[src/rtl/mdfs_map.svh]
// Register offsets, field positions, reset values and timing counts of the fault supervisor
`ifndef MDFS_MAP_SVH
`define MDFS_MAP_SVH
// Register byte offsets
`define MDFS_CTRL_OFS 12'h000
`define MDFS_STAT_OFS 12'h004
// Control register fields
`define MDFS_CTRL_OPEN_EN 0
`define MDFS_CTRL_OPEN_MODE 1
`define MDFS_CTRL_WARN_REP 2
`define MDFS_CTRL_TSD_MODE 3
`define MDFS_CTRL_OUT_EN 4
`define MDFS_CTRL_CLR 5
`define MDFS_CTRL_RST 5'h00
// Status register fields
`define MDFS_ST_ERR 0
`define MDFS_ST_OPEN 1
`define MDFS_ST_OLA 2
`define MDFS_ST_OLB 3
`define MDFS_ST_WARN 4
`define MDFS_ST_THERM 5
`define MDFS_ST_SDOWN 6
`define MDFS_ST_SLEEP 7
// Timing in ns and clock
`define MDFS_CLK_NS 4
`define MDFS_OPEN_TIME_NS 10000
`define MDFS_SLEEP_TIME_NS 120000
`define MDFS_PULSE_MIN_NS 20000
`define MDFS_PULSE_MAX_NS 40000
`define MDFS_OPEN_CYC (`MDFS_OPEN_TIME_NS / `MDFS_CLK_NS)
`define MDFS_SLEEP_CYC (`MDFS_SLEEP_TIME_NS / `MDFS_CLK_NS)
`define MDFS_PMIN_CYC ((`MDFS_PULSE_MIN_NS + `MDFS_CLK_NS - 1) / `MDFS_CLK_NS)
`define MDFS_PMAX_CYC (`MDFS_PULSE_MAX_NS / `MDFS_CLK_NS)
`endif

[src/rtl/mdfs_pkg.sv]
// Types of the motor driver fault supervisor
package mdfs_pkg;
  typedef logic [31:0] mdfs_word_t;
  typedef logic [16:0] mdfs_cnt_t;
  typedef enum logic [1:0] {
    MDFS_AWAKE = 2'b00,
    MDFS_DOZE = 2'b01,
    MDFS_ASLEEP = 2'b11
  } mdfs_pwr_e;
endpackage

[src/rtl/mdfs_supervisor.sv]
// Fault supervision, output gating and sleep sequencing of a stepper driver
//
// Notes on behaviour
// Open load when winding current below both thresholds longer than detect time; the code flags either winding on its own
// Open-load detection works only while open_load_enable is 1
// Open load latches open flag and error flag and pulls alarm low
// Separate open flags name winding A and winding B
// Release mode 1 frees alarm on removal; mode 0 also needs clear
// Latched open load also clears on reset or leaving sleep
// Warning sets warn and thermal flags; driving and pump continue
// Warn and thermal flags from warning clear by themselves on cooling
// With warn_report_enable the warning also pulls alarm and error flag
// Shutdown kills bridge and pump, pulls alarm, latches error, thermal, shutdown
// Recovery mode 0 resumes only after sleep reset pulse or reset
// Recovery mode 1 resumes on cooling; flags stay until clear
// Sleep pin low puts bridge, regulator, pump and interface to sleep
// Sleep entered after sleep delay from falling edge; wake on high
// Enable pin low holds bridge outputs high impedance
// Bridge enabled only when sleep pin, enable pin and bit all 1
// Low pulse of 20 to 40 us on sleep pin clears latched faults
// Open-drain alarm pulled low while any reported fault active; the code releases it while asleep
// Analog comparator outputs synchronised before use
`timescale 1ns/1ns
`default_nettype none
`include "mdfs_map.svh"
module mdfs_supervisor
  import mdfs_pkg::*;
#(
  parameter int unsigned OPEN_CYC = `MDFS_OPEN_CYC,
  parameter int unsigned SLEEP_CYC = `MDFS_SLEEP_CYC,
  parameter int unsigned PMIN_CYC = `MDFS_PMIN_CYC,
  parameter int unsigned PMAX_CYC = `MDFS_PMAX_CYC
)
(
  // Clock and reset
  input wire logic i_core_clk,
  input wire logic i_rst_b,
  // APB slave
  input wire logic i_psel,
  input wire logic i_penable,
  input wire logic i_pwrite,
  input wire logic [11:0] i_paddr,
  input wire mdfs_pkg::mdfs_word_t i_pwdata,
  output logic o_pready,
  output logic o_pslverr,
  output mdfs_pkg::mdfs_word_t o_prdata,
  // Controller pins
  input wire logic i_low_power_request_n,
  input wire logic i_enable,
  // Analog comparators
  input wire logic i_wind_a_low,
  input wire logic i_wind_b_low,
  input wire logic i_warn_temperature,
  input wire logic i_shutdown_temperature,
  // Power stage controls
  output logic o_bridge_enable,
  output logic o_charge_pump_enable,
  output logic o_logic_regulator_enable,
  output logic o_serial_enable,
  // Open-drain alarm
  output logic o_alarm_out_n,
  output logic o_alarm_out_n_oe
);
  import mdfs_pkg::*;

  ////////////////////////////////////////////////////////////////////////////
  // Three-stage synchronisers for pins and comparators
  localparam int NS = 6;
  logic [NS-1:0] raw;
  logic [NS-1:0] s1_q;
  logic [NS-1:0] s2_q;
  logic [NS-1:0] s3_q;
  logic [NS-1:0] filt_q;
  assign raw = {i_low_power_request_n, i_enable, i_wind_a_low, i_wind_b_low,
                i_warn_temperature, i_shutdown_temperature};
  always_ff @(posedge i_core_clk)
  begin
    if (!i_rst_b)
    begin
      s1_q <= 6'h20;
      s2_q <= 6'h20;
      s3_q <= 6'h20;
      filt_q <= 6'h20;
    end
    else
    begin
      s1_q <= raw;
      s2_q <= s1_q;
      s3_q <= s2_q;
      filt_q <= (s2_q & s3_q) | (filt_q & (s2_q | s3_q));
    end
  end
  logic slp_n, en_pin, low_a, low_b, warn, tsd;
  assign {slp_n, en_pin, low_a, low_b, warn, tsd} = filt_q;

  ////////////////////////////////////////////////////////////////////////////
  // APB registers
  logic [4:0] ctrl_q;
  logic clr_cmd;
  logic wr_ctrl;
  logic [7:0] status;
  logic hit;
  assign hit = (i_paddr == `MDFS_CTRL_OFS) || (i_paddr == `MDFS_STAT_OFS);
  assign o_pready = 1'b1;
  assign o_pslverr = i_psel && i_penable && !hit;
  assign wr_ctrl = i_psel && i_penable && i_pwrite && (i_paddr == `MDFS_CTRL_OFS);
  assign clr_cmd = wr_ctrl && i_pwdata[`MDFS_CTRL_CLR];
  always_ff @(posedge i_core_clk)
  begin
    if (!i_rst_b)
      ctrl_q <= `MDFS_CTRL_RST;
    else if (wr_ctrl)
      ctrl_q <= i_pwdata[4:0];
  end
  always_ff @(posedge i_core_clk)
  begin
    if (!i_rst_b)
      o_prdata <= 32'h0000_0000;
    else if (i_psel && !i_penable && !i_pwrite)
    begin
      if (i_paddr == `MDFS_CTRL_OFS)
        o_prdata <= {27'h0, ctrl_q};
      else if (i_paddr == `MDFS_STAT_OFS)
        o_prdata <= {24'h0, status};
      else
        o_prdata <= 32'h0000_0000;
    end
  end

  ////////////////////////////////////////////////////////////////////////////
  // Sleep sequencing and sleep reset pulse
  mdfs_pwr_e pwr_q;
  mdfs_cnt_t low_cnt_q;
  logic slp_prev_q;
  logic pulse_clr;
  logic wake;
  assign wake = slp_n && !slp_prev_q && (pwr_q == MDFS_ASLEEP);
  assign pulse_clr = slp_n && !slp_prev_q && (low_cnt_q > 17'(PMIN_CYC))
                     && (low_cnt_q < 17'(PMAX_CYC));
  always_ff @(posedge i_core_clk)
  begin
    if (!i_rst_b)
    begin
      pwr_q <= MDFS_AWAKE;
      low_cnt_q <= '0;
      slp_prev_q <= 1'b1;
    end
    else
    begin
      slp_prev_q <= slp_n;
      if (slp_n)
        low_cnt_q <= '0;
      else if (low_cnt_q != 17'h1ffff)
        low_cnt_q <= low_cnt_q + 17'h1;
      unique case (pwr_q)
        MDFS_AWAKE:
          if (!slp_n)
            pwr_q <= MDFS_DOZE;
        MDFS_DOZE:
          if (slp_n)
            pwr_q <= MDFS_AWAKE;
          else if (low_cnt_q >= 17'(SLEEP_CYC - 1))
            pwr_q <= MDFS_ASLEEP;
        MDFS_ASLEEP:
          if (slp_n)
            pwr_q <= MDFS_AWAKE;
        default:
          pwr_q <= MDFS_AWAKE;
      endcase
    end
  end
  logic clear_all;
  assign clear_all = clr_cmd || pulse_clr;

  ////////////////////////////////////////////////////////////////////////////
  // Open-load timers and flags
  logic [16:0] ola_cnt_q, olb_cnt_q;
  logic ola_det, olb_det;
  logic open_q, ola_q, olb_q;
  function automatic logic [16:0] open_next(input logic low, input logic [16:0] c);
    if (!low || !ctrl_q[`MDFS_CTRL_OPEN_EN])
      open_next = '0;
    else if (c < 17'(OPEN_CYC))
      open_next = c + 17'h1;
    else
      open_next = c;
  endfunction
  assign ola_det = (ola_cnt_q == 17'(OPEN_CYC));
  assign olb_det = (olb_cnt_q == 17'(OPEN_CYC));
  always_ff @(posedge i_core_clk)
  begin
    if (!i_rst_b)
    begin
      ola_cnt_q <= '0;
      olb_cnt_q <= '0;
    end
    else
    begin
      ola_cnt_q <= open_next(low_a, ola_cnt_q);
      olb_cnt_q <= open_next(low_b, olb_cnt_q);
    end
  end
  always_ff @(posedge i_core_clk)
  begin
    if (!i_rst_b)
    begin
      open_q <= 1'b0;
      ola_q <= 1'b0;
      olb_q <= 1'b0;
    end
    else
    begin
      open_q <= (ola_det || olb_det) || (open_q && !clear_all && !wake);
      ola_q <= ola_det || (ola_q && !clear_all && !wake);
      olb_q <= olb_det || (olb_q && !clear_all && !wake);
    end
  end
  logic open_alarm;
  assign open_alarm = ctrl_q[`MDFS_CTRL_OPEN_MODE] ? (ola_det || olb_det) : open_q;

  ////////////////////////////////////////////////////////////////////////////
  // Thermal flags and shutdown
  logic therm_q, sdown_q, tsd_hold_q;
  always_ff @(posedge i_core_clk)
  begin
    if (!i_rst_b)
    begin
      therm_q <= 1'b0;
      sdown_q <= 1'b0;
      tsd_hold_q <= 1'b0;
    end
    else
    begin
      therm_q <= tsd || (therm_q && !clear_all);
      sdown_q <= tsd || (sdown_q && !clear_all);
      if (tsd)
        tsd_hold_q <= 1'b1;
      else if (ctrl_q[`MDFS_CTRL_TSD_MODE])
        tsd_hold_q <= 1'b0;
      else if (pulse_clr)
        tsd_hold_q <= 1'b0;
    end
  end
  logic therm_flag;
  assign therm_flag = therm_q || warn;
  logic warn_rep;
  assign warn_rep = warn && ctrl_q[`MDFS_CTRL_WARN_REP];

  ////////////////////////////////////////////////////////////////////////////
  // Alarm, error flag and power stage gating
  logic alarm;
  logic err_q;
  assign alarm = open_alarm || warn_rep || tsd_hold_q;
  always_ff @(posedge i_core_clk)
  begin
    if (!i_rst_b)
      err_q <= 1'b0;
    else
      err_q <= ola_det || olb_det || tsd || warn_rep
               || (err_q && !clear_all && !wake && (alarm || open_q || sdown_q));
  end
  assign status = {pwr_q == MDFS_ASLEEP, sdown_q, therm_flag, warn, olb_q, ola_q, open_q,
                   err_q || alarm};
  logic asleep;
  assign asleep = (pwr_q == MDFS_ASLEEP);
  always_ff @(posedge i_core_clk)
  begin
    if (!i_rst_b)
    begin
      o_bridge_enable <= 1'b0;
      o_charge_pump_enable <= 1'b0;
      o_logic_regulator_enable <= 1'b0;
      o_serial_enable <= 1'b0;
      o_alarm_out_n_oe <= 1'b0;
    end
    else
    begin
      o_bridge_enable <= slp_n && en_pin && ctrl_q[`MDFS_CTRL_OUT_EN]
                         && !tsd_hold_q && !asleep;
      o_charge_pump_enable <= !asleep && !tsd_hold_q;
      o_logic_regulator_enable <= !asleep;
      o_serial_enable <= !asleep;
      o_alarm_out_n_oe <= alarm && !asleep;
    end
  end
  assign o_alarm_out_n = 1'b0;

  ////////////////////////////////////////////////////////////////////////////
  // Assertions
  property p_gate;
    @(posedge i_core_clk) disable iff (!i_rst_b)
      o_bridge_enable |-> $past(en_pin) && $past(ctrl_q[`MDFS_CTRL_OUT_EN]);
  endproperty
  a_gate: assert property (p_gate) else $error("bridge enabled without enable");
  property p_open_en;
    @(posedge i_core_clk) disable iff (!i_rst_b)
      !ctrl_q[`MDFS_CTRL_OPEN_EN] |=> !ola_det && !olb_det;
  endproperty
  a_open_en: assert property (p_open_en) else $error("open load while disabled");
  property p_open_latch;
    @(posedge i_core_clk) disable iff (!i_rst_b)
      ola_det |=> open_q && ola_q;
  endproperty
  a_open_latch: assert property (p_open_latch) else $error("open flag not set");
  property p_tsd;
    @(posedge i_core_clk) disable iff (!i_rst_b)
      tsd |=> (sdown_q && tsd_hold_q) ##1 (!o_bridge_enable && !o_charge_pump_enable);
  endproperty
  a_tsd: assert property (p_tsd) else $error("shutdown not taken");
  property p_warn;
    @(posedge i_core_clk) disable iff (!i_rst_b)
      warn && ctrl_q[`MDFS_CTRL_WARN_REP] && !asleep |=> o_alarm_out_n_oe;
  endproperty
  a_warn: assert property (p_warn) else $error("warning not reported");
  property p_sleep;
    @(posedge i_core_clk) disable iff (!i_rst_b)
      asleep |=> !o_logic_regulator_enable && !o_serial_enable;
  endproperty
  a_sleep: assert property (p_sleep) else $error("sleep not honoured");
  property p_en;
    @(posedge i_core_clk) disable iff (!i_rst_b)
      !en_pin |=> !o_bridge_enable;
  endproperty
  a_en: assert property (p_en) else $error("bridge on with enable low");
  property p_clr;
    @(posedge i_core_clk) disable iff (!i_rst_b)
      clr_cmd && !tsd && !ola_det && !olb_det |=> !sdown_q && !open_q;
  endproperty
  a_clr: assert property (p_clr) else $error("clear ignored");
  c_open: cover property (@(posedge i_core_clk) ola_det);
  c_tsd: cover property (@(posedge i_core_clk) tsd_hold_q ##1 !tsd_hold_q);
  c_pulse: cover property (@(posedge i_core_clk) pulse_clr);
  c_sleep: cover property (@(posedge i_core_clk) asleep);
endmodule
`default_nettype wire

[config.mk]
export PLATFORM = sky130hd
export DESIGN_NAME = mdfs_supervisor
export DESIGN_NICKNAME = d
export VERILOG_FILES = /design/src/rtl/mdfs_pkg.sv /design/src/rtl/mdfs_supervisor.sv
export VERILOG_INCLUDE_DIRS = /design/src /design/src/rtl
export SDC_FILE = /design/constraint.sdc
export NUM_CORES = 1
export LEC_CHECK = 0
export ABC_AREA = 1
export BUFFER_PORTS_ARGS = -buffer_cell sky130_fd_sc_hd__buf_4
export CORE_ASPECT_RATIO = 0.5
export CORE_UTILIZATION = 55
export DETAILED_ROUTE_END_ITERATION = 8
export PLACE_DENSITY_LB_ADDON = 0.12
export SETUP_SLACK_MARGIN = 0.3
export SYNTH_ARGS = -nofsm -noshare
export SYNTH_HDL_FRONTEND = slang
export SYNTH_SLANG_ARGS = --single-unit
[constraint.sdc]
create_clock -name i_core_clk -period 3.8 [get_ports i_core_clk]
set_input_delay 0.76 -clock i_core_clk [delete_from_list [all_inputs] [get_ports i_core_clk]]
set_output_delay 0.76 -clock i_core_clk [all_outputs]
set_load 0.02 [all_outputs]
==> impl_metrics.json <==
{
  "status": "complete, no violations",
  "numCtsBuffers": 9,
  "ys_seq_area_share_pct": 43.0,
  "syn_area_per_cell_um2": 7.27,
  "critPathMaxFanout": 9,
  "drc": 0,
  "end_kind": "flop",
  "ys_warn_count": 0,
  "overflow": 0,
  "synth_fa_ha_area_share_pct": 1.85,
  "worstMarginPinSlew_ns": 0.618,
  "dr.pass1.iters": 4,
  "final_cell_area_mm2": 0.00537,
  "synth-edff-count": 0,
  "post-place-cells": 795,
  "seq_power_share_pct": 51.1,
  "synth_top_family_by_area": "simple AND/OR/NAND/NOR gates",
  "path_class": "reg2reg",
  "post_cts_buffers": 0,
  "fin_crit_sh_pct": 62.8,
  "vias_per_cell": 4.88,
  "synthMuxAreaShare_pct": 0,
  "synth-simple-area-share_pct": 25.9,
  "final_cells": 811,
  "track_usage_pct": 21.7,
  "worstHoldPathType": "reg2reg",
  "synth-xor-area-share_pct": 0.923,
  "synthFlopType": "dfxtp_1",
  "max_freq_mhz": 419,
  "fin_crit_ns": 2.39,
  "synthTopCellsByArea": "dfxtp_1 43%, nand2_1 9.1%, inv_1 8.8%",
  "hold_violations": 0,
  "grt_pass1_vias": 3446,
  "syn_area_mm2": 0.00474,
  "peakVddDrop_mv": 0.294,
  "wl_per_cell_um": 11.0,
  "drt_iter0_drc": 221,
  "synth_top_area_share_pct": 43.0,
  "cp.arrival_ns": 2.67,
  "clock_path_buffers": 2,
  "cts_max_level": 3,
  "cts_tree": "built",
  "area_growth_syn_to_layout_pct": 13.1,
  "switchingPower_uw": 471,
  "rows": 23,
  "finalWirelength_um": 8930,
  "place_congestion": 0.879,
  "drtAntennaViolNets": 0,
  "leakage_uw": 0.00223,
  "final_nets": 756,
  "cp-start-kind": "flop",
  "die_x_um": 133,
  "core_mm2": 0.00817,
  "slew_violations": 0,
  "skew_ns": 0.00685,
  "synth_top_area_cell": "dfxtp_1",
  "required_ns": 4.08,
  "slew_headroom_pct": 58.6,
  "ys_async_sr_fraction_pct": 0,
  "fp.dieH_um": 67.7,
  "initial_utilization_pct": 58.1,
  "diodes": 0,
  "cts_root_buf": "clkbuf_16",
  "rsz0062_at_grt": "no",
  "clkPwrFrac_pct": 45.3,
  "comb_power_share_pct": 3.6,
  "cap_viol_max_count": 0,
  "setup_violations": 0,
  "num_vias": 3956,
  "num_io_pins": 95,
  "synth_cell_type_count": 44,
  "clk_pin_slew_ns": 0.07,
  "grt_pass1_wl_um": 15500,
  "intPower_uw": 1650,
  "synth_seq_cells": 102,
  "place_area_mm2": 0.00505,
  "drive_above_1_share_pct": 12.6,
  "hpwl_um": 6510,
  "numPortBuffers": 42,
  "clkSinkCount": 102,
  "antenna_found_initial": 0,
  "grt_max_degree": 31,
  "tns_ns": 0,
  "powerDensity_mw_per_mm2": 394,
  "synth-compound-area-share_pct": 13.5,
  "synthCells": 653,
  "p_sw_share_pct": 22.2,
  "insertion_delay_ns": 0.35,
  "cts-resized-gates": 0,
  "cts_hold_buffers": 0,
  "dieArea_mm2": 0.00902
}
[routing by layer]
| metal | up-vias | wire (um) | global-route usage [%] |
|---|---|---|---|
| met1 | 1767 | 4520 | 27.8 |
| met4 | 0 | 63 | 5.54 |
| li1 | 2121 | - | - |
| met3 | 8 | 303 | 5.48 |
| met5 | - | 0 | 0 |
| met2 | 60 | 4050 | 37.2 |
[synth_stat cells, types with 2 or more instances]
library cell  count
nand2_2           2
nor2_2            2
ha_1              7
nor3b_1           2
inv_2             5
dfxtp_1         102
buf_4            28
nor2_4            2
nor4_1            2
nand2_4           2
o21ai_1           9
nor3_1           18
nand4_1          12
o311ai_0          2
a31oi_1           2
clkbuf_1          8
a21oi_2           2
nor2_1           57
nand2_1         115
inv_1           111
xor2_1            3
xnor2_1           2
nor3_2            3
a21oi_1          62
a211oi_1          2
o21ai_0          32
conb_1            2
or2_2             3
nand3_1          39
[path summary, 6_finish.rpt]
path / startpoint / to / slack (ns) / depth (start not counted)
max: low_cnt_q[5]$_SDFFE_PP0P_ / low_cnt_q[14]$_SDFFE_PP0P_ / 1.41 / 13
max reg2reg: low_cnt_q[5]$_SDFFE_PP0P_ / low_cnt_q[14]$_SDFFE_PP0P_ / 1.41 / 13
min: s1_q[2]$_SDFF_PN0_ / s2_q[2]$_SDFF_PN0_ / 0.41 / 2
min reg2reg: s1_q[2]$_SDFF_PN0_ / s2_q[2]$_SDFF_PN0_ / 0.41 / 2
[critical path, stage by stage, from the launching register on]
cell     delay [ns]
dfxtp_1        0.52
nand2_1        0.14
nor4_2         0.31
nand2_1        0.09
nor3_1         0.16
ha_1           0.29
inv_1          0.10
nand2_1        0.12
inv_1          0.07
nand4_1        0.12
nor2_1         0.10
nand4_1        0.11
o21ai_0        0.09
a21oi_1        0.11
[stage by stage]
stage | utilization [%] | setup WS [ns] | total power [uW] | hold WS (ns)
finish | 65.6 | 1.41 | 2120 | 0.413
global route | 65.6 | 1.07 | 2180 | 0.436
CTS | 65.6 | 1.39 | 2130 | 0.413
detailed placement | 61.8 | 1.36 | 1180 | 0.397
global placement | 61.8 | 1.36 | 1180 | 0.393
floorplan | - | 1.71 | 1170 | 0.390
[layout by cell type, fill, tap and decap left out, types with 12 or more instances in the layout]
cell	n
a21oi_1	62
inv_1	111
dfxtp_1	102
nor3_1	18
buf_4	44
nor2_1	57
nand3_1	39
conb_1	26
nand2_1	115
nand4_1	12
o21ai_0	32
[area by class of cell]
type / count / area (um2)
Sequential cell: 102 / 2040
Clock inverter: 6 / 76.3
Multi-Input combinational cell: 421 / 2100
Timing Repair Buffer: 44 / 330
Fill cell: 738 / 2810
Inverter: 116 / 435
Clock buffer: 10 / 239
Tap cell: 112 / 140
[state kept, by name (all words and copies together), names as in the netlist, 2 cells and up]
name / flops
low_cnt_q: 17
pwr_q: 2
o_prdata: 8
s1_q: 6
s3_q: 6
olb_cnt_q: 17
s2_q: 6
filt_q: 6
ola_cnt_q: 17
ctrl_q: 5
[cell families after synthesis]
group	count (synthesis)
other cells	2
fa+ha+maj	7
buf+inv	154
simple gates	266
flops	102
compound gates	117
xor+xnor	5
[power groups by stage]
stage,sequential (uW),combinational [uW],clock (uW)
floorplan,1110,65.6,0
global placement,1110,74.5,0
detailed placement,1110,75.6,0
CTS,1080,75.8,976
global route,1080,83.7,1020
finish,1080,75.8,960
(Power assumes the default switching activity.)
